$ cat src/include/srac_defines.svh
// Operation
// - Two carrier frequency words A and B, one hertz per step.
// - Setting ranging_go in either ranging register starts auto-ranging.
// - ranging_go reads back and clears to 0 when ranging completes.
// - Register A ranges frequency A; register B ranges frequency B.
// - ranging_fault reports whether the latest ranging run went correctly.
// - Ranging works with internal VCO or external inductor, not external VCO.
// - On synth start, boost filter and pump apply for programmed time.
// - Two-bit loop_filter_sel; 00 bypasses filter and drives external pin.
// - Filter settings give bandwidth steps of two and five times base.
// - Eight-bit pump_current held in normal and boost registers.
// - inductor_sel 0 with osc_source_sel 1 selects fully external VCO.
// - Divider register also holds ref_divider_field.
// - Differential mode switches internally; single-ended leaves it external.
// - One pin drives TX/RX switch, another drives antenna select.
// - Diversity probes both antennas when idle, picks stronger automatically.
// - Optionally diversity writes both RSSI values into receive FIFO.
// - Switch pin drives only with alternate and direction bits set.
`ifndef SRAC_DEFINES_SVH
`define SRAC_DEFINES_SVH

`define SRAC_CLK_PERIOD_NS 25
`define SRAC_SETTLE_NS 50000
`define SRAC_SETTLE_CYC ((`SRAC_SETTLE_NS + `SRAC_CLK_PERIOD_NS - 1) / `SRAC_CLK_PERIOD_NS)

`define SRAC_OFS_FREQ_A 8'h00
`define SRAC_OFS_FREQ_B 8'h04
`define SRAC_OFS_RANGING_A 8'h08
`define SRAC_OFS_RANGING_B 8'h0C
`define SRAC_OFS_LOOP 8'h10
`define SRAC_OFS_LOOP_BOOST 8'h14
`define SRAC_OFS_PUMP 8'h18
`define SRAC_OFS_PUMP_BOOST 8'h1C
`define SRAC_OFS_VCO_DIV 8'h20
`define SRAC_OFS_BOOST_CFG 8'h24
`define SRAC_OFS_ANT_CFG 8'h28
`define SRAC_OFS_ALT_FUNC 8'h2C
`define SRAC_OFS_DIR_B 8'h30
`define SRAC_OFS_STATUS 8'h34

`define SRAC_RNG_GO_BIT 4
`define SRAC_RNG_FAULT_BIT 5
`define SRAC_DIV_OUT_BIT 2
`define SRAC_DIV_OSC_BIT 4
`define SRAC_DIV_IND_BIT 5
`define SRAC_BOOST_EN_BIT 16
`define SRAC_ANT_DIFF_BIT 0
`define SRAC_ANT_DIV_BIT 1
`define SRAC_ANT_LOG_BIT 2
`define SRAC_ALT_SWITCH_BIT 6
`define SRAC_ALT_ANTSEL_BIT 7
`define SRAC_DIR_SWITCH_BIT 2
`define SRAC_DIR_ANTSEL_BIT 3

`define SRAC_RST_LOOP 2'h1
`define SRAC_RST_PUMP 8'h10
`define SRAC_RST_ANT_CFG 32'h0000_1001
`define SRAC_RST_BOOST_CFG 32'h0000_0000

`define SRAC_RESP_OKAY 2'h0
`define SRAC_RESP_SLVERR 2'h2

`endif

$ cat src/include/srac_pkg.sv
package srac_pkg;

    typedef struct packed {
        logic [7:0] awaddr;
        logic awvalid;
        logic [31:0] wdata;
        logic [3:0] wstrb;
        logic wvalid;
        logic bready;
        logic [7:0] araddr;
        logic arvalid;
        logic rready;
    } srac_axi_req_s;

    typedef struct packed {
        logic awready;
        logic wready;
        logic [1:0] bresp;
        logic bvalid;
        logic arready;
        logic [31:0] rdata;
        logic [1:0] rresp;
        logic rvalid;
    } srac_axi_rsp_s;

    typedef struct packed {
        logic [1:0] loop_filter_sel;
        logic [7:0] pump_current;
    } srac_loop_s;

    typedef enum logic [1:0] {
        SRAC_RNG_IDLE,
        SRAC_RNG_SETTLE,
        SRAC_RNG_DONE
    } srac_rng_state_e;

    typedef enum logic [2:0] {
        SRAC_DIV_WAIT,
        SRAC_DIV_DWELL_0,
        SRAC_DIV_DWELL_1,
        SRAC_DIV_PICK,
        SRAC_DIV_LOG
    } srac_div_state_e;

endpackage

$ cat src/verilog/srac_ranging.sv
`timescale 1ns/1ps
`include "srac_defines.svh"

module srac_ranging
    import srac_pkg::*;
(
    // Clock and reset
    input wire logic clk,
    input wire logic rst,
    // Control
    input wire logic start,
    input wire logic use_b,
    input wire logic ext_vco,
    input wire logic [31:0] freq_a,
    input wire logic [31:0] freq_b,
    // Comparator, already synchronised
    input wire logic vco_high,
    // Results
    output logic busy,
    output logic done,
    output logic fault,
    output logic [3:0] range_val,
    output logic [31:0] freq_out
);

    srac_rng_state_e state;
    logic [1:0] bit_idx;
    logic [11:0] settle;

    always_ff @(posedge clk) begin
        if (rst) begin
            state <= SRAC_RNG_IDLE;
            bit_idx <= 2'h3;
            settle <= 12'h000;
            range_val <= 4'h8;
            busy <= 1'b0;
            done <= 1'b0;
            fault <= 1'b0;
            freq_out <= 32'h0000_0000;
        end else begin
            done <= 1'b0;
            case (state)
                SRAC_RNG_IDLE: begin
                    if (start) begin
                        freq_out <= use_b ? freq_b : freq_a;
                        busy <= 1'b1;
                        if (ext_vco) begin
                            state <= SRAC_RNG_DONE;
                        end else begin
                            range_val <= 4'h8;
                            bit_idx <= 2'h3;
                            settle <= 12'(`SRAC_SETTLE_CYC - 1);
                            state <= SRAC_RNG_SETTLE;
                        end
                    end
                end
                SRAC_RNG_SETTLE: begin
                    if (settle != 12'h000) begin
                        settle <= settle - 12'h001;
                    end else begin
                        // Binary search: too high clears the trial bit
                        if (vco_high) begin
                            range_val[bit_idx] <= 1'b0;
                        end
                        if (bit_idx == 2'h0) begin
                            state <= SRAC_RNG_DONE;
                        end else begin
                            range_val[bit_idx - 2'h1] <= 1'b1;
                            bit_idx <= bit_idx - 2'h1;
                            settle <= 12'(`SRAC_SETTLE_CYC - 1);
                        end
                    end
                end
                SRAC_RNG_DONE: begin
                    // End stop means the band was not bracketed
                    fault <= ext_vco || range_val == 4'h0 || range_val == 4'hF;
                    done <= 1'b1;
                    busy <= 1'b0;
                    state <= SRAC_RNG_IDLE;
                end
                default: begin
                    state <= SRAC_RNG_IDLE;
                end
            endcase
        end
    end

endmodule

$ cat src/verilog/srac_top.sv
// Chosen here: the AXI4-Lite interface to the registers and the address map.
`timescale 1ns/1ps
`include "srac_defines.svh"

module srac_top
    import srac_pkg::*;
(
    // Clock and reset
    input wire logic clk,
    input wire logic rst,
    // Register bus
    input wire srac_axi_req_s axi_req,
    output srac_axi_rsp_s axi_rsp,
    // Radio controller, same clock
    input wire logic synth_on,
    input wire logic tx_active,
    input wire logic rx_packet_busy,
    input wire logic [7:0] rssi,
    // Analog comparator, asynchronous
    input wire logic vco_high_async,
    // Synthesizer control
    output logic [31:0] synth_freq,
    output logic [3:0] vco_range,
    output srac_loop_s loop_active,
    output logic loop_voltage_pin_en,
    output logic [1:0] ref_divider_field,
    output logic output_divider_bit,
    output logic osc_source_sel,
    output logic inductor_sel,
    output logic boost_active,
    // Antenna control
    output logic internal_switch_tx,
    output logic single_ended_tx_pin_en,
    output logic txrx_switch_pin_o,
    output logic txrx_switch_pin_oe,
    output logic antenna_select_pin_o,
    output logic antenna_select_pin_oe,
    // Receive FIFO write
    output logic rssi_fifo_wr,
    output logic [9:0] rssi_fifo_data
);

    logic [31:0] freq_a, freq_b, boost_cfg, ant_cfg;
    logic [1:0] loop_norm, loop_boost;
    logic [7:0] pump_norm, pump_boost, radio_alt_function_reg, port_b_direction;
    logic [5:0] vco_div;
    logic go_a, go_b, ranging_fault, rng_owner_b;
    logic vco_meta, vco_high;
    logic aw_got, w_got;
    logic [7:0] aw_addr;
    logic [31:0] w_data;
    logic [3:0] w_strb;
    logic ranging_go, rng_busy, rng_done, rng_fault;
    logic [3:0] rng_range;
    logic [31:0] rng_freq;
    logic synth_on_d;
    logic [15:0] boost_cnt;
    srac_div_state_e div_state;
    logic [15:0] div_timer;
    logic [7:0] rssi_ant0, rssi_ant1;
    logic antenna;
    logic wr_fire;
    logic [31:0] rd_word;
    logic rd_ok;

    function automatic logic [31:0] merge(input logic [31:0] old, input logic [31:0] nw,
                                          input logic [3:0] strb);
        logic [31:0] m;
        m = {{8{strb[3]}}, {8{strb[2]}}, {8{strb[1]}}, {8{strb[0]}}};
        return (old & ~m) | (nw & m);
    endfunction

    // Comparator synchroniser
    always_ff @(posedge clk) begin
        if (rst) begin
            vco_meta <= 1'b0;
            vco_high <= 1'b0;
        end else begin
            vco_meta <= vco_high_async;
            vco_high <= vco_meta;
        end
    end

    // AXI write address and data, taken in either order
    assign wr_fire = aw_got && w_got && !axi_rsp.bvalid;

    always_ff @(posedge clk) begin
        if (rst) begin
            axi_rsp.awready <= 1'b1;
            axi_rsp.wready <= 1'b1;
            axi_rsp.bvalid <= 1'b0;
            axi_rsp.bresp <= `SRAC_RESP_OKAY;
            aw_got <= 1'b0;
            w_got <= 1'b0;
            aw_addr <= 8'h00;
            w_data <= 32'h0000_0000;
            w_strb <= 4'h0;
        end else begin
            if (axi_req.awvalid && axi_rsp.awready) begin
                aw_addr <= axi_req.awaddr;
                aw_got <= 1'b1;
                axi_rsp.awready <= 1'b0;
            end
            if (axi_req.wvalid && axi_rsp.wready) begin
                w_data <= axi_req.wdata;
                w_strb <= axi_req.wstrb;
                w_got <= 1'b1;
                axi_rsp.wready <= 1'b0;
            end
            if (wr_fire) begin
                axi_rsp.bvalid <= 1'b1;
                axi_rsp.bresp <= (aw_addr[1:0] == 2'h0 && aw_addr <= `SRAC_OFS_DIR_B)
                    ? `SRAC_RESP_OKAY : `SRAC_RESP_SLVERR;
                aw_got <= 1'b0;
                w_got <= 1'b0;
            end
            if (axi_rsp.bvalid && axi_req.bready) begin
                axi_rsp.bvalid <= 1'b0;
                axi_rsp.awready <= 1'b1;
                axi_rsp.wready <= 1'b1;
            end
        end
    end

    // Configuration registers
    always_ff @(posedge clk) begin
        if (rst) begin
            freq_a <= 32'h0000_0000;
            freq_b <= 32'h0000_0000;
            loop_norm <= `SRAC_RST_LOOP;
            loop_boost <= `SRAC_RST_LOOP;
            pump_norm <= `SRAC_RST_PUMP;
            pump_boost <= `SRAC_RST_PUMP;
            vco_div <= 6'h00;
            boost_cfg <= `SRAC_RST_BOOST_CFG;
            ant_cfg <= `SRAC_RST_ANT_CFG;
            radio_alt_function_reg <= 8'h00;
            port_b_direction <= 8'h00;
        end else if (wr_fire) begin
            case (aw_addr)
                `SRAC_OFS_FREQ_A: freq_a <= merge(freq_a, w_data, w_strb);
                `SRAC_OFS_FREQ_B: freq_b <= merge(freq_b, w_data, w_strb);
                `SRAC_OFS_LOOP: if (w_strb[0]) loop_norm <= w_data[1:0];
                `SRAC_OFS_LOOP_BOOST: if (w_strb[0]) loop_boost <= w_data[1:0];
                `SRAC_OFS_PUMP: if (w_strb[0]) pump_norm <= w_data[7:0];
                `SRAC_OFS_PUMP_BOOST: if (w_strb[0]) pump_boost <= w_data[7:0];
                `SRAC_OFS_VCO_DIV: if (w_strb[0]) vco_div <= w_data[5:0];
                `SRAC_OFS_BOOST_CFG: boost_cfg <= merge(boost_cfg, w_data, w_strb);
                `SRAC_OFS_ANT_CFG: ant_cfg <= merge(ant_cfg, w_data, w_strb);
                `SRAC_OFS_ALT_FUNC: if (w_strb[0]) radio_alt_function_reg <= w_data[7:0];
                `SRAC_OFS_DIR_B: if (w_strb[0]) port_b_direction <= w_data[7:0];
                default: begin
                end
            endcase
        end
    end

    // Ranging go bits: start only when idle, cleared with the result
    always_ff @(posedge clk) begin
        if (rst) begin
            go_a <= 1'b0;
            go_b <= 1'b0;
            rng_owner_b <= 1'b0;
            ranging_go <= 1'b0;
            ranging_fault <= 1'b0;
        end else begin
            ranging_go <= 1'b0;
            if (rng_done) begin
                go_a <= 1'b0;
                go_b <= 1'b0;
                ranging_fault <= rng_fault;
            end else if (wr_fire && w_strb[0] && w_data[`SRAC_RNG_GO_BIT] && !go_a && !go_b
                         && (aw_addr == `SRAC_OFS_RANGING_A
                             || aw_addr == `SRAC_OFS_RANGING_B)) begin
                go_a <= aw_addr == `SRAC_OFS_RANGING_A;
                go_b <= aw_addr == `SRAC_OFS_RANGING_B;
                rng_owner_b <= aw_addr == `SRAC_OFS_RANGING_B;
                ranging_go <= 1'b1;
            end
        end
    end

    srac_ranging u_ranging (
        .clk(clk),
        .rst(rst),
        .start(ranging_go),
        .use_b(rng_owner_b),
        .ext_vco(vco_div[`SRAC_DIV_OSC_BIT] && !vco_div[`SRAC_DIV_IND_BIT]),
        .freq_a(freq_a),
        .freq_b(freq_b),
        .vco_high(vco_high),
        .busy(rng_busy),
        .done(rng_done),
        .fault(rng_fault),
        .range_val(rng_range),
        .freq_out(rng_freq)
    );

    // Boost window counted in clocks; each new start reloads it
    always_ff @(posedge clk) begin
        if (rst) begin
            synth_on_d <= 1'b0;
            boost_cnt <= 16'h0000;
        end else begin
            synth_on_d <= synth_on;
            if (!synth_on) begin
                boost_cnt <= 16'h0000;
            end else if (!synth_on_d && boost_cfg[`SRAC_BOOST_EN_BIT]) begin
                boost_cnt <= boost_cfg[15:0];
            end else if (boost_cnt != 16'h0000) begin
                boost_cnt <= boost_cnt - 16'h0001;
            end
        end
    end

    // Synthesizer outputs
    always_ff @(posedge clk) begin
        if (rst) begin
            synth_freq <= 32'h0000_0000;
            vco_range <= 4'h8;
            loop_active <= '0;
            loop_voltage_pin_en <= 1'b0;
            ref_divider_field <= 2'h0;
            output_divider_bit <= 1'b0;
            osc_source_sel <= 1'b0;
            inductor_sel <= 1'b0;
            boost_active <= 1'b0;
        end else begin
            synth_freq <= rng_busy ? rng_freq : (rng_owner_b ? freq_b : freq_a);
            vco_range <= rng_range;
            boost_active <= boost_cnt != 16'h0000;
            if (boost_cnt != 16'h0000) begin
                loop_active.loop_filter_sel <= loop_boost;
                loop_active.pump_current <= pump_boost;
                loop_voltage_pin_en <= loop_boost == 2'h0;
            end else begin
                loop_active.loop_filter_sel <= loop_norm;
                loop_active.pump_current <= pump_norm;
                loop_voltage_pin_en <= loop_norm == 2'h0;
            end
            ref_divider_field <= vco_div[1:0];
            output_divider_bit <= vco_div[`SRAC_DIV_OUT_BIT];
            osc_source_sel <= vco_div[`SRAC_DIV_OSC_BIT];
            inductor_sel <= vco_div[`SRAC_DIV_IND_BIT];
        end
    end

    // Antenna diversity: probe both when no packet is in progress
    always_ff @(posedge clk) begin
        if (rst) begin
            div_state <= SRAC_DIV_WAIT;
            div_timer <= 16'h0000;
            rssi_ant0 <= 8'h00;
            rssi_ant1 <= 8'h00;
            antenna <= 1'b0;
            rssi_fifo_wr <= 1'b0;
            rssi_fifo_data <= 10'h000;
        end else begin
            // Second word of a logged pair follows even if probing stops
            rssi_fifo_wr <= div_state == SRAC_DIV_LOG;
            rssi_fifo_data <= {2'h1, rssi_ant1};
            if (!ant_cfg[`SRAC_ANT_DIV_BIT] || rx_packet_busy) begin
                // Probe abandoned: keep the chosen antenna through a packet
                if (div_state != SRAC_DIV_WAIT) begin
                    antenna <= rssi_ant1 > rssi_ant0;
                end
                div_state <= SRAC_DIV_WAIT;
                div_timer <= ant_cfg[31:16];
            end else begin
                case (div_state)
                    SRAC_DIV_WAIT: begin
                        if (div_timer != 16'h0000) begin
                            div_timer <= div_timer - 16'h0001;
                        end else begin
                            antenna <= 1'b0;
                            div_timer <= {8'h00, ant_cfg[15:8]};
                            div_state <= SRAC_DIV_DWELL_0;
                        end
                    end
                    SRAC_DIV_DWELL_0: begin
                        if (div_timer != 16'h0000) begin
                            div_timer <= div_timer - 16'h0001;
                        end else begin
                            rssi_ant0 <= rssi;
                            antenna <= 1'b1;
                            div_timer <= {8'h00, ant_cfg[15:8]};
                            div_state <= SRAC_DIV_DWELL_1;
                        end
                    end
                    SRAC_DIV_DWELL_1: begin
                        if (div_timer != 16'h0000) begin
                            div_timer <= div_timer - 16'h0001;
                        end else begin
                            rssi_ant1 <= rssi;
                            div_state <= SRAC_DIV_PICK;
                        end
                    end
                    SRAC_DIV_PICK: begin
                        antenna <= rssi_ant1 > rssi_ant0;
                        div_timer <= ant_cfg[31:16];
                        if (ant_cfg[`SRAC_ANT_LOG_BIT]) begin
                            rssi_fifo_wr <= 1'b1;
                            rssi_fifo_data <= {2'h0, rssi_ant0};
                            div_state <= SRAC_DIV_LOG;
                        end else begin
                            div_state <= SRAC_DIV_WAIT;
                        end
                    end
                    SRAC_DIV_LOG: begin
                        rssi_fifo_wr <= 1'b1;
                        rssi_fifo_data <= {2'h1, rssi_ant1};
                        div_state <= SRAC_DIV_WAIT;
                    end
                    default: begin
                        div_state <= SRAC_DIV_WAIT;
                    end
                endcase
            end
        end
    end

    // Antenna pins and switching
    always_ff @(posedge clk) begin
        if (rst) begin
            internal_switch_tx <= 1'b0;
            single_ended_tx_pin_en <= 1'b0;
            txrx_switch_pin_o <= 1'b0;
            txrx_switch_pin_oe <= 1'b0;
            antenna_select_pin_o <= 1'b0;
            antenna_select_pin_oe <= 1'b0;
        end else begin
            internal_switch_tx <= ant_cfg[`SRAC_ANT_DIFF_BIT] && tx_active;
            single_ended_tx_pin_en <= !ant_cfg[`SRAC_ANT_DIFF_BIT] && tx_active;
            txrx_switch_pin_o <= tx_active;
            txrx_switch_pin_oe <= radio_alt_function_reg[`SRAC_ALT_SWITCH_BIT]
                && port_b_direction[`SRAC_DIR_SWITCH_BIT];
            antenna_select_pin_o <= antenna;
            antenna_select_pin_oe <= radio_alt_function_reg[`SRAC_ALT_ANTSEL_BIT]
                && port_b_direction[`SRAC_DIR_ANTSEL_BIT];
        end
    end

    // Read path
    always_comb begin
        rd_ok = 1'b1;
        case (axi_req.araddr)
            `SRAC_OFS_FREQ_A: rd_word = freq_a;
            `SRAC_OFS_FREQ_B: rd_word = freq_b;
            `SRAC_OFS_RANGING_A: rd_word = {26'h0, ranging_fault, go_a, rng_range};
            `SRAC_OFS_RANGING_B: rd_word = {26'h0, ranging_fault, go_b, rng_range};
            `SRAC_OFS_LOOP: rd_word = {30'h0, loop_norm};
            `SRAC_OFS_LOOP_BOOST: rd_word = {30'h0, loop_boost};
            `SRAC_OFS_PUMP: rd_word = {24'h0, pump_norm};
            `SRAC_OFS_PUMP_BOOST: rd_word = {24'h0, pump_boost};
            `SRAC_OFS_VCO_DIV: rd_word = {26'h0, vco_div};
            `SRAC_OFS_BOOST_CFG: rd_word = {15'h0, boost_cfg[16:0]};
            `SRAC_OFS_ANT_CFG: rd_word = ant_cfg;
            `SRAC_OFS_ALT_FUNC: rd_word = {24'h0, radio_alt_function_reg};
            `SRAC_OFS_DIR_B: rd_word = {24'h0, port_b_direction};
            `SRAC_OFS_STATUS: rd_word = {rssi_ant1, rssi_ant0, 12'h0, antenna,
                                         boost_active, rng_busy, vco_high};
            default: begin
                rd_word = 32'h0000_0000;
                rd_ok = 1'b0;
            end
        endcase
    end

    always_ff @(posedge clk) begin
        if (rst) begin
            axi_rsp.arready <= 1'b1;
            axi_rsp.rvalid <= 1'b0;
            axi_rsp.rdata <= 32'h0000_0000;
            axi_rsp.rresp <= `SRAC_RESP_OKAY;
        end else if (axi_req.arvalid && axi_rsp.arready) begin
            axi_rsp.arready <= 1'b0;
            axi_rsp.rvalid <= 1'b1;
            axi_rsp.rdata <= rd_word;
            axi_rsp.rresp <= rd_ok ? `SRAC_RESP_OKAY : `SRAC_RESP_SLVERR;
        end else if (axi_rsp.rvalid && axi_req.rready) begin
            axi_rsp.rvalid <= 1'b0;
            axi_rsp.arready <= 1'b1;
        end
    end

endmodule

$ cat config.mk
export PLATFORM = sky130hd
export DESIGN_NAME = srac_top
export DESIGN_NICKNAME = d
export VERILOG_FILES = /design/src/include/srac_pkg.sv /design/src/verilog/srac_ranging.sv /design/src/verilog/srac_top.sv
export VERILOG_INCLUDE_DIRS = /design/src /design/src/include
export SDC_FILE = /design/constraint.sdc
export NUM_CORES = 1
export LEC_CHECK = 0
export BUFFER_PORTS_ARGS = -buffer_cell sky130_fd_sc_hd__buf_2
export CAP_MARGIN = 20
export CELL_PAD_IN_SITES_DETAIL_PLACEMENT = 1
export CELL_PAD_IN_SITES_GLOBAL_PLACEMENT = 2
export CORE_ASPECT_RATIO = 0.5
export CORE_MARGIN = 1
export CORE_UTILIZATION = 36
export CTS_CLUSTER_SIZE = 28
export DETAILED_ROUTE_END_ITERATION = 7
export GPL_ROUTABILITY_DRIVEN = 0
export MAX_ROUTING_LAYER = met4
export PLACE_DENSITY_LB_ADDON = 0.1
export SLEW_MARGIN = 10
export SYNTH_ARGS = -nofsm -noshare
export SYNTH_HDL_FRONTEND = slang
export SYNTH_SLANG_ARGS = --single-unit
$ cat constraint.sdc
create_clock -name clk -period 2.6 [get_ports clk]
set_input_delay 0.13 -clock clk [delete_from_list [all_inputs] [get_ports clk]]
set_output_delay 0.13 -clock clk [all_outputs]
set_load 0.005 [all_outputs]
==> results.txt, run 1 <==
Area added between synthesis and finish = 21.8%
Final layout net count = 2460
Wirelength, routed = 67800 um
Non-filler instance count after layout = 3050
Data required time of the critical path = 3.09 ns
Ratio of cells with drive above 1 in the final layout = 0.154
Capture point of the critical path = div_timer[1]
Insertion delay to the later sink of the worst-skew pair = 0.57 ns
Sequential fraction of design power = 0.465
Final setup violation count = 0
Clk Tree Root Cell = sky130_fd_sc_hd__clkbuf_16
Power share of the combinational group = 0.123
Sequential cell area = 8490 sq um
Fill cell total of the finished layout = 5838
Pin count of the biggest net entering global routing = 115
Area occupied by multi-input gates = 9080 sq um
ANT nets after route = 0
Horizontal extent of the die = 320 um
Measured slew at the worst slew-check pin = 0.968 ns
Count of input and output buffers = 178
Leakage power = 9.04 nW
DIE AREA = 51600 sq um
Average detailed-routed wire length per instance = 22.2 um
Met3 wire len = 3180 um
Unrepaired setup endpoints after global routing = false
Ratio of final minimum period to clock period = 0.903
Detailed-routing iteration count for the pre-antenna-repair pass = 5
Worst slew margin relative to its limit = 0.350
CTS H-Tree Depth = 2
Critical Path Slowest Stage Cell = sky130_fd_sc_hd__or4_4
Switching power share of the total = 0.271
Leading cell types in the layout, fill and taps excluded = sky130_fd_sc_hd__dfxtp_1, sky130_fd_sc_hd__nand2_1, sky130_fd_sc_hd__nor2_1
M1 WL = 33100 um
Clock tree from TritonCTS = done
Setup slack of the most critical reg-to-reg path = 0.25 ns
Time the final worst path needs with I/O delays and setup = 2.35 ns
EDFF count, synth = 0
Pwr Density = 666 nW/um^2
Area of the mapped netlist = 18200 sq um
Internal Dissipation = 10.8 mW
Most used flip-flop cell after synthesis = sky130_fd_sc_hd__dfxtp_1
Number of buffers created by CTS = 42
Fraction of power consumed by the clock network = 0.412
Maximum Capacitance Violations = 0
Synthesized instance count = 2135
First-pass GRT wire length = 103000 um
End of the worst register-to-register path = div_timer[1]
Asr flop ratio synth = 0
Power, Total = 14.8 mW
Number of clock sinks seen by CTS = 424
Number of unique standard cell types used by synthesis = 83
Final setup skew = 0.0151 ns
GR Overflow Total = 0
Core Footprint = 49200 sq um
Total number of yosys warnings = 0
Number of pins with negative max-slew slack in the final report = 0
Uppermost routed layer = met4
Antenna violations before repair = 2
Height of the die = 161 um
Kind of critical path = flip-flop to flip-flop
DRC Markers = 0
Maximum operating frequency = 0.426 GHz
Kind of capture point of the worst setup path = flip-flop
Initial DRC Count = 1190
Dpl hpwl = 48800 um
Number of synthesized register bits = 424
Crit path launch type = flip-flop
Fraction of the yosys area taken by sequential cells = 0.466
Switching component of the power = 4.00 mW
Count of standard-cell rows = 57
Critical path arrival = 2.84 ns
Number of vias in the routed layout = 16720
Number of top-level design ports = 182
Path type of the worst min-delay path = primary input to flip-flop
CP Cell Sequence = or4_4, nor4_4, buf_4, a21oi_2, a2111o_1, a21oi_1
Depth of the worst register-to-register path = 6
Clk buf depth = 3
Setup TNS = 0 ns
Wire length on met2 = 30200 um
Global router's overall resource usage = 0.268
Reg clk slew, reported paths = 0.06 ns
Initial cell density of the core = 0.370
Most common library cell in the layout ignoring fill and taps = sky130_fd_sc_hd__dfxtp_1
Vias in the first global route = 16497
Buffer count from post-CTS setup fixing = 0
Via density per instance = 5.48
Placed cells = 2902
Largest incremental delay on the critical path = 0.57 ns
Highest net fanout along the worst path = 7
Number of hold violations in the final report = 0
Max rail drop VDD = 0.000631 V
Mapped Avg Cell Area = 8.54 sq um
Worst r2r src = div_timer[7]
First element of the critical path = div_timer[7]
Result of the run = finished, final reports clean
## worst min path at each step
stage | start | endpoint | slack (ns) | cells after the start
after floorplan | axi_req[11] | axi_rsp[39] | 0.23 | 1
after global placement | axi_req[11] | axi_rsp[39] | 0.35 | 2
after detailed placement | axi_req[11] | axi_rsp[39] | 0.35 | 2
after CTS | rx_packet_busy | div_state[0] | 0.12 | 4
after global routing | rx_packet_busy | div_state[0] | 0.15 | 4
final | rx_packet_busy | div_state[0] | 0.14 | 4
## logic make-up after synthesis
family	synth area share
compound gates	0.173
mux	0.0874
simple gates	0.214
fa+ha+maj	0.0117
buf+inv	0.0392
other cells	0.000206
xor+xnor	0.00865
flops	0.466
## what timing repair did
action	CTS	global route
setup endpoints to repair	0	1
resized for setup	0	1
hold buffers	75	0
hold endpoints to repair	98	0
## power by group through the flow
stage | sequential (mW) | clock (mW) | combinational [mW]
global route | 6.89 | 6.52 | 2.01
CTS | 6.87 | 6.22 | 1.82
finish | 6.87 | 6.09 | 1.81
detailed placement | 7.01 | 0 | 1.72
floorplan | 6.92 | 0 | 1.21
global placement | 7.02 | 0 | 1.71
## per-layer routing
metal,vias up,track usage
met5,-,-
met4,0,0.0596
met3,94,0.0431
met2,324,0.406
met1,8291,0.373
li1,8011,-
## synthesized netlist by cell type (all sizes together), types with 10 or more instances
cell type    n  area, sq um
dfxtp      424         8490
nand2      315         1180
nor2       278         1050
a21oi      217         1090
mux2i      149         1490
clkbuf     118          443
nand3       78          410
o21ai       68          340
a211oi      43          323
inv         30          113
a22o        29          254
a22oi       29          218
nor2b       29          181
buf         28          155
nor3        23          115
nor4        23          201
ha          17          213
nand4       15          124
a31oi       14         87.6
a32o        14          140
and3        14         87.6
or4         12          101
o31ai       11         87.6
nand2b      10         62.6
## final cells by class
type / instances / share of cell area
repair buffers: 337 / 0.107
clock buffers: 59 / 0.0548
diodes: 1 / 0.000113
multi-input cells: 1536 / 0.409
well taps: 649 / 0.0366
flip-flops and latches: 424 / 0.383
clock inverters: 13 / 0.00457
inverters: 31 / 0.00524
## worst max-delay path: cells and delay by family, from the launching register on
family                 cells  cell delay, ns
buffers and inverters      1            0.22
DFF                        1            0.34
and+or+nand+nor            2            1.03
AOI/OAI and AO/OA          3            0.66
## metrics by stage
stage | hold slack, ns | setup WS (ns) | instance area (sq um) | utilization
finish | 0.139 | 0.253 | 22200 | 0.451
global route | 0.151 | 0.0903 | 22200 | 0.451
CTS | 0.121 | 0.243 | 22200 | 0.451
detailed placement | 0.350 | 0.247 | 20100 | 0.409
global placement | 0.347 | 0.277 | 20100 | 0.409
floorplan | 0.230 | 0.568 | 18200 | -
Note: power is estimated with default switching activity, not from simulation.
==> run 2: changes to the inputs <==
--- a/config.mk
+++ b/config.mk
@@ -17,7 +17,7 @@
 export DETAILED_ROUTE_END_ITERATION = 7
 export GPL_ROUTABILITY_DRIVEN = 0
 export MAX_ROUTING_LAYER = met4
-export PLACE_DENSITY_LB_ADDON = 0.1
+export PLACE_DENSITY_LB_ADDON = 0.3
 export SLEW_MARGIN = 10
 export SYNTH_ARGS = -nofsm -noshare
 export SYNTH_HDL_FRONTEND = slang
==> run 2 against run 1 <==
Sequential power hardly changed. Largest cell class unchanged. Die area stayed put. Core utilization is 0.12 points lower. Global-route usage is 0.50 points lower.
==> results.txt, run 2 (synthesis gave the netlist of run 1 again) <==
Leakage power = 9.00 nW
Unrepaired setup endpoints after global routing = false
Worst r2r src = div_timer[0]
Clk buf depth = 3
Final setup violation count = 0
Global router's overall resource usage = 0.263
Met1 track demand over resource in global routing = 0.360
Initial cell density of the core = 0.370
Number of clock sinks seen by CTS = 424
Number of hold violations in the final report = 0
Cell family contributing the most delay on the critical path = compound AO/OA/AOI/OAI gates
Horizontal extent of the die = 320 um
ANT nets after route = 0
Worst setup margin = 0.263 ns
Most common library cell in the layout ignoring fill and taps = sky130_fd_sc_hd__dfxtp_1
Largest incremental delay on the critical path = 0.73 ns
Worst hold slack across all endpoints = 0.171 ns
Count of standard-cell rows = 57
Highest net fanout along the worst path = 11
Ratio of final minimum period to clock period = 0.899
Capture point of the critical path = div_timer[13]
End of the worst register-to-register path = div_timer[13]
# diodes = 0
Minimum setup slack after placement = 0.129 ns
Kind of capture point of the worst setup path = flip-flop
Detailed-routing iteration count for the pre-antenna-repair pass = 5
Setup TNS = 0 ns
Critical Path Slowest Stage Cell = sky130_fd_sc_hd__a32oi_1
Number of top-level design ports = 182
Reg clk slew, reported paths = 0.07 ns
Clk Tree Root Cell = sky130_fd_sc_hd__clkbuf_16
Dpl hpwl = 47400 um
Met2 Resource Use GR = 0.411
Maximum Capacitance Violations = 0
Kind of critical path = flip-flop to flip-flop
Ratio of cells with drive above 1 in the final layout = 0.152
Crit path launch type = flip-flop
Number of pins with negative max-slew slack in the final report = 0
Area added between synthesis and finish = 21.4%
Wirelength, routed = 66900 um
Leading cell types in the layout, fill and taps excluded = sky130_fd_sc_hd__dfxtp_1, sky130_fd_sc_hd__nand2_1, sky130_fd_sc_hd__nor2_1
Count of input and output buffers = 178
Core Footprint = 49200 sq um
Pwr Density = 672 nW/um^2
Vias in the first global route = 16772
First element of the critical path = div_timer[0]
Via density per instance = 5.55
Number of buffers created by CTS = 41
Measured slew at the worst slew-check pin = 0.901 ns
CTS H-Tree Depth = 2
Met3 routing resource usage after global routing = 0.0356
Depth of the worst register-to-register path = 7
First-pass GRT wire length = 102000 um
End-of-flow core utilization = 0.450
Pin count of the biggest net entering global routing = 138
Critical path arrival = 2.78 ns
Average detailed-routed wire length per instance = 22.0 um
Initial DRC Count = 1135
GR Overflow Total = 0
Busiest metal layer after global routing = met2
Final layout net count = 2451
CP Cell Sequence = inv_1, ha_1, nand2b_1, nor4_4, a32oi_1, o21ai_0, a32o_1
Time the final worst path needs with I/O delays and setup = 2.34 ns
Insertion delay to the later sink of the worst-skew pair = 0.58 ns
Height of the die = 161 um
Antenna violations before repair = 0
Final setup skew = 0.0254 ns
DIE AREA = 51600 sq um
Clock tree from TritonCTS = done
Data required time of the critical path = 3.05 ns
Maximum operating frequency = 0.428 GHz
DRC Markers = 0
Total number of cells along the worst setup path = 7
Worst slew margin relative to its limit = 0.399
Fill cell total of the finished layout = 5797
Setup slack of the most critical reg-to-reg path = 0.26 ns
Max rail drop VDD = 0.000384 V
Path type of the worst min-delay path = primary input to flip-flop
Number of vias in the routed layout = 16896
CP Buf/Inv Count = 1
Result of the run = finished, final reports clean
==> run 2: worst min-delay path: cells and delay by family <==
kind	cells	cell delay, ns
buffers and inverters	2	0.31
and+or+nand+nor	2	0.18
AOI/OAI and AO/OA	1	0.09
==> run 2: power breakdown <==
group,internal [mW],leakage [nW],switching [mW],total [mW]
Combinational,0.746,4.91,1.08,1.83
Clock,3.45,0.658,2.72,6.17
Sequential,6.66,3.43,0.213,6.88
Total,10.9,9.00,4.02,14.9
==> run 2: layout make-up <==
cell class | instances | area (sq um) | share of cell area
well taps | 649 | 812 | 0.0367
multi-input cells | 1536 | 9080 | 0.410
inverters | 31 | 116 | 0.00526
flip-flops and latches | 424 | 8490 | 0.384
clock inverters | 14 | 131 | 0.00594
clock buffers | 61 | 1210 | 0.0548
repair buffers | 329 | 2290 | 0.103
==> run 2: what timing repair did <==
item,4_1_cts,5_1_grt
buffers inserted,0,4
hold buffers,72,0
hold endpoints to repair,84,0
resized for setup,0,0
setup endpoints to repair,0,10
==> run 2: worst min path at each step <==
| stage | from | to | cells after the start |
|---|---|---|---|
| 2_1_floorplan | axi_req[11] | axi_rsp[39] | 1 |
| 3_3_place_gp | axi_req[11] | axi_rsp[39] | 2 |
| 3_5_place_dp | axi_req[11] | axi_rsp[39] | 2 |
| 4_1_cts | axi_req[3] | axi_rsp[5] | 5 |
| 5_1_grt | rx_packet_busy | div_timer[4] | 5 |
| 6_report | axi_req[3] | axi_rsp[5] | 5 |
==> run 2: routing by layer <==
layer | vias up | share of wire
met3 | 81 | 0.041
met2 | 330 | 0.46
met5 | - | 0
li1 | 8000 | -
met1 | 8485 | 0.48
met4 | 0 | 0.020
==> run 2: through the flow <==
step | std cells | total power [mW] | cell area (sq um)
after floorplan | 2137 | 8.13 | 18200
after global placement | 2893 | 8.71 | 20000
after detailed placement | 2893 | 8.73 | 20000
after CTS | 3040 | 15.0 | 22100
after global routing | 3044 | 15.5 | 22100
final | 3044 | 14.9 | 22100
==> run 3: changes to the inputs <==
--- a/config.mk
+++ b/config.mk
@@ -13,12 +13,13 @@
 export CORE_ASPECT_RATIO = 0.5
 export CORE_MARGIN = 1
 export CORE_UTILIZATION = 36
+export CTS_BUF_LIST = sky130_fd_sc_hd__clkbuf_16
 export CTS_CLUSTER_SIZE = 28
 export DETAILED_ROUTE_END_ITERATION = 7
 export GPL_ROUTABILITY_DRIVEN = 0
 export MAX_ROUTING_LAYER = met4
 export PLACE_DENSITY_LB_ADDON = 0.3
-export SLEW_MARGIN = 10
+export SLEW_MARGIN = 30
 export SYNTH_ARGS = -nofsm -noshare
 export SYNTH_HDL_FRONTEND = slang
 export SYNTH_SLANG_ARGS = --single-unit
==> run 3 against run 2 <==
Count of clock-buffer cells in the layout fell by 18. Clock skew barely moved. Die area did not move. Global-route usage rose by 0.054 points. Register-to-register slack improved by 0.02 ns. Power fell by 1.8%. Fmax rose by 0.94%. Setup slack improved by 0.022 ns. Cell count did not move. Flip-flop and latch count did not move. Design area fell by 0.32%. Sequential share of layout area rose by 0.12 points.
==> results.txt, run 3 (synthesis gave the netlist of run 1 again) <==
Result of the run = finished, final reports clean
Kind of critical path = flip-flop to flip-flop
Antenna violations before repair = 0
Data required time of the critical path = 3.05 ns
Pwr Density = 662 nW/um^2
CTS H-Tree Depth = 2
Worst setup margin = 0.285 ns
Final layout net count = 2451
Horizontal extent of the die = 320 um
Dpl hpwl = 47400 um
Insertion delay to the later sink of the worst-skew pair = 0.58 ns
Count of standard-cell rows = 57
# diodes = 0
Initial DRC Count = 1143
Minimum setup slack after placement = 0.129 ns
Power, Total = 14.6 mW
Reg clk slew, reported paths = 0.07 ns
Wirelength, routed = 66900 um
Final setup skew = 0.0257 ns
Number of top-level design ports = 182
Number of buffers created by CTS = 41
Kind of capture point of the worst setup path = flip-flop
Clk Tree Root Cell = sky130_fd_sc_hd__clkbuf_16
Clk buf depth = 3
Clock tree from TritonCTS = done
Total number of cells along the worst setup path = 7
Leading cell types in the layout, fill and taps excluded = sky130_fd_sc_hd__dfxtp_1, sky130_fd_sc_hd__nand2_1, sky130_fd_sc_hd__nor2_1
Crit path launch type = flip-flop
Highest net fanout along the worst path = 11
Via density per instance = 5.56
Most common library cell in the layout ignoring fill and taps = sky130_fd_sc_hd__dfxtp_1
First-pass GRT wire length = 102000 um
Core Footprint = 49200 sq um
Maximum Capacitance Violations = 0
Ratio of final minimum period to clock period = 0.890
Unrepaired setup endpoints after global routing = false
Critical path arrival = 2.76 ns
Worst hold path stage count = 5
Largest incremental delay on the critical path = 0.74 ns
Number of vias in the routed layout = 16910
Leakage power = 9.00 nW
Post-CTS resize count = 0
Vias in the first global route = 16816
CP Cell Sequence = inv_1, ha_1, nand2b_1, nor4_4, a32oi_1, o21ai_0, a32o_1
Cell family contributing the most delay on the critical path = compound AO/OA/AOI/OAI gates
Worst slew margin relative to its limit = 0.395
Number of clock sinks seen by CTS = 424
Worst hold slack across all endpoints = 0.175 ns
Initial cell density of the core = 0.370
End-of-flow core utilization = 0.448
Maximum operating frequency = 0.432 GHz
Global router's overall resource usage = 0.263
Average detailed-routed wire length per instance = 22.0 um
Number of pins with negative max-slew slack in the final report = 0
Count of input and output buffers = 178
Max rail drop VDD = 0.000383 V
Critical Path Slowest Stage Cell = sky130_fd_sc_hd__a32oi_1
ANT nets after route = 0
GR Overflow Total = 0
Setup TNS = 0 ns
Height of the die = 161 um
Path type of the worst min-delay path = primary input to flip-flop
Ratio of cells with drive above 1 in the final layout = 0.149
Depth of the worst register-to-register path = 7
Time the final worst path needs with I/O delays and setup = 2.31 ns
Measured slew at the worst slew-check pin = 0.907 ns
Area added between synthesis and finish = 21.0%
Final setup violation count = 0
Number of hold violations in the final report = 0
CP Buf/Inv Count = 1
DRC Markers = 0
Pin count of the biggest net entering global routing = 138
DIE AREA = 51600 sq um
Detailed-routing iteration count for the pre-antenna-repair pass = 5
==> run 3: cell types whose count changed in the layout (fill, tap and decap cells not counted), sizes merged <==
cell / before / now
clkbuf: 61 / 43
clkinv: 9 / 16
inv: 31 / 42
==> run 3: final cells by class <==
type                       instances  area, sq um
clock buffer                      43         1080
clock inverter                    32          199
fill                            5812        27100
inverter                          31          116
multi-input combinational       1536         9080
sequential                       424         8490
tap                              649          812
timing repair buffer             329         2290
==> run 3: repair_timing <==
item | 4_1_cts | 5_1_grt
hold endpoints to repair | 84 | 0
hold buffers | 72 | 0
endpoints found under the setup margin | 0 | 10
setup buffers | 0 | 4
==> run 3: power breakdown <==
| group | leakage [nW] | internal [mW] | total (mW) | switching, mW |
|---|---|---|---|---|
| sequential | 3.43 | 6.66 | 6.88 | 0.214 |
| clock | 0.664 | 3.19 | 5.91 | 2.72 |
| combinational | 4.91 | 0.746 | 1.82 | 1.08 |
==> run 3: tightest hold or removal path, stage by stage <==
cell and delay (ns):
sky130_fd_sc_hd__buf_2 0.09, sky130_fd_sc_hd__nor2b_1 0.04, sky130_fd_sc_hd__buf_4 0.19, sky130_fd_sc_hd__o21ai_0 0.16, sky130_fd_sc_hd__o31ai_1 0.07
==> run 3: through the flow <==
stage          instance area (sq um)  cells
6_report                       22100   3044
5_1_grt                        22100   3044
4_1_cts                        22000   3040
3_5_place_dp                   20000   2893
3_3_place_gp                   20000   2893
2_1_floorplan                  18200   2137
==> run 3: final timing paths <==
kind / start / end / slack (ns)
worst max-delay path: div_timer[0] / div_timer[13] / 0.29
worst min-delay path: rx_packet_busy / div_timer[2] / 0.18
worst max register to register: div_timer[0] / div_timer[13] / 0.29
worst min register to register: axi_rsp[25] / axi_rsp[25] / 0.46
==> run 3: metal layers <==
| layer | wire, um | up-vias | share of wire | global-route usage |
|---|---|---|---|---|
| li1 | - | 7995 | - | - |
| met1 | 31500 | 8462 | 0.47 | 0.360 |
| met2 | 30800 | 376 | 0.46 | 0.413 |
| met3 | 3240 | 77 | 0.048 | 0.0361 |
| met4 | 1350 | 0 | 0.020 | 0.0598 |
| met5 | 0 | - | 0 | - |
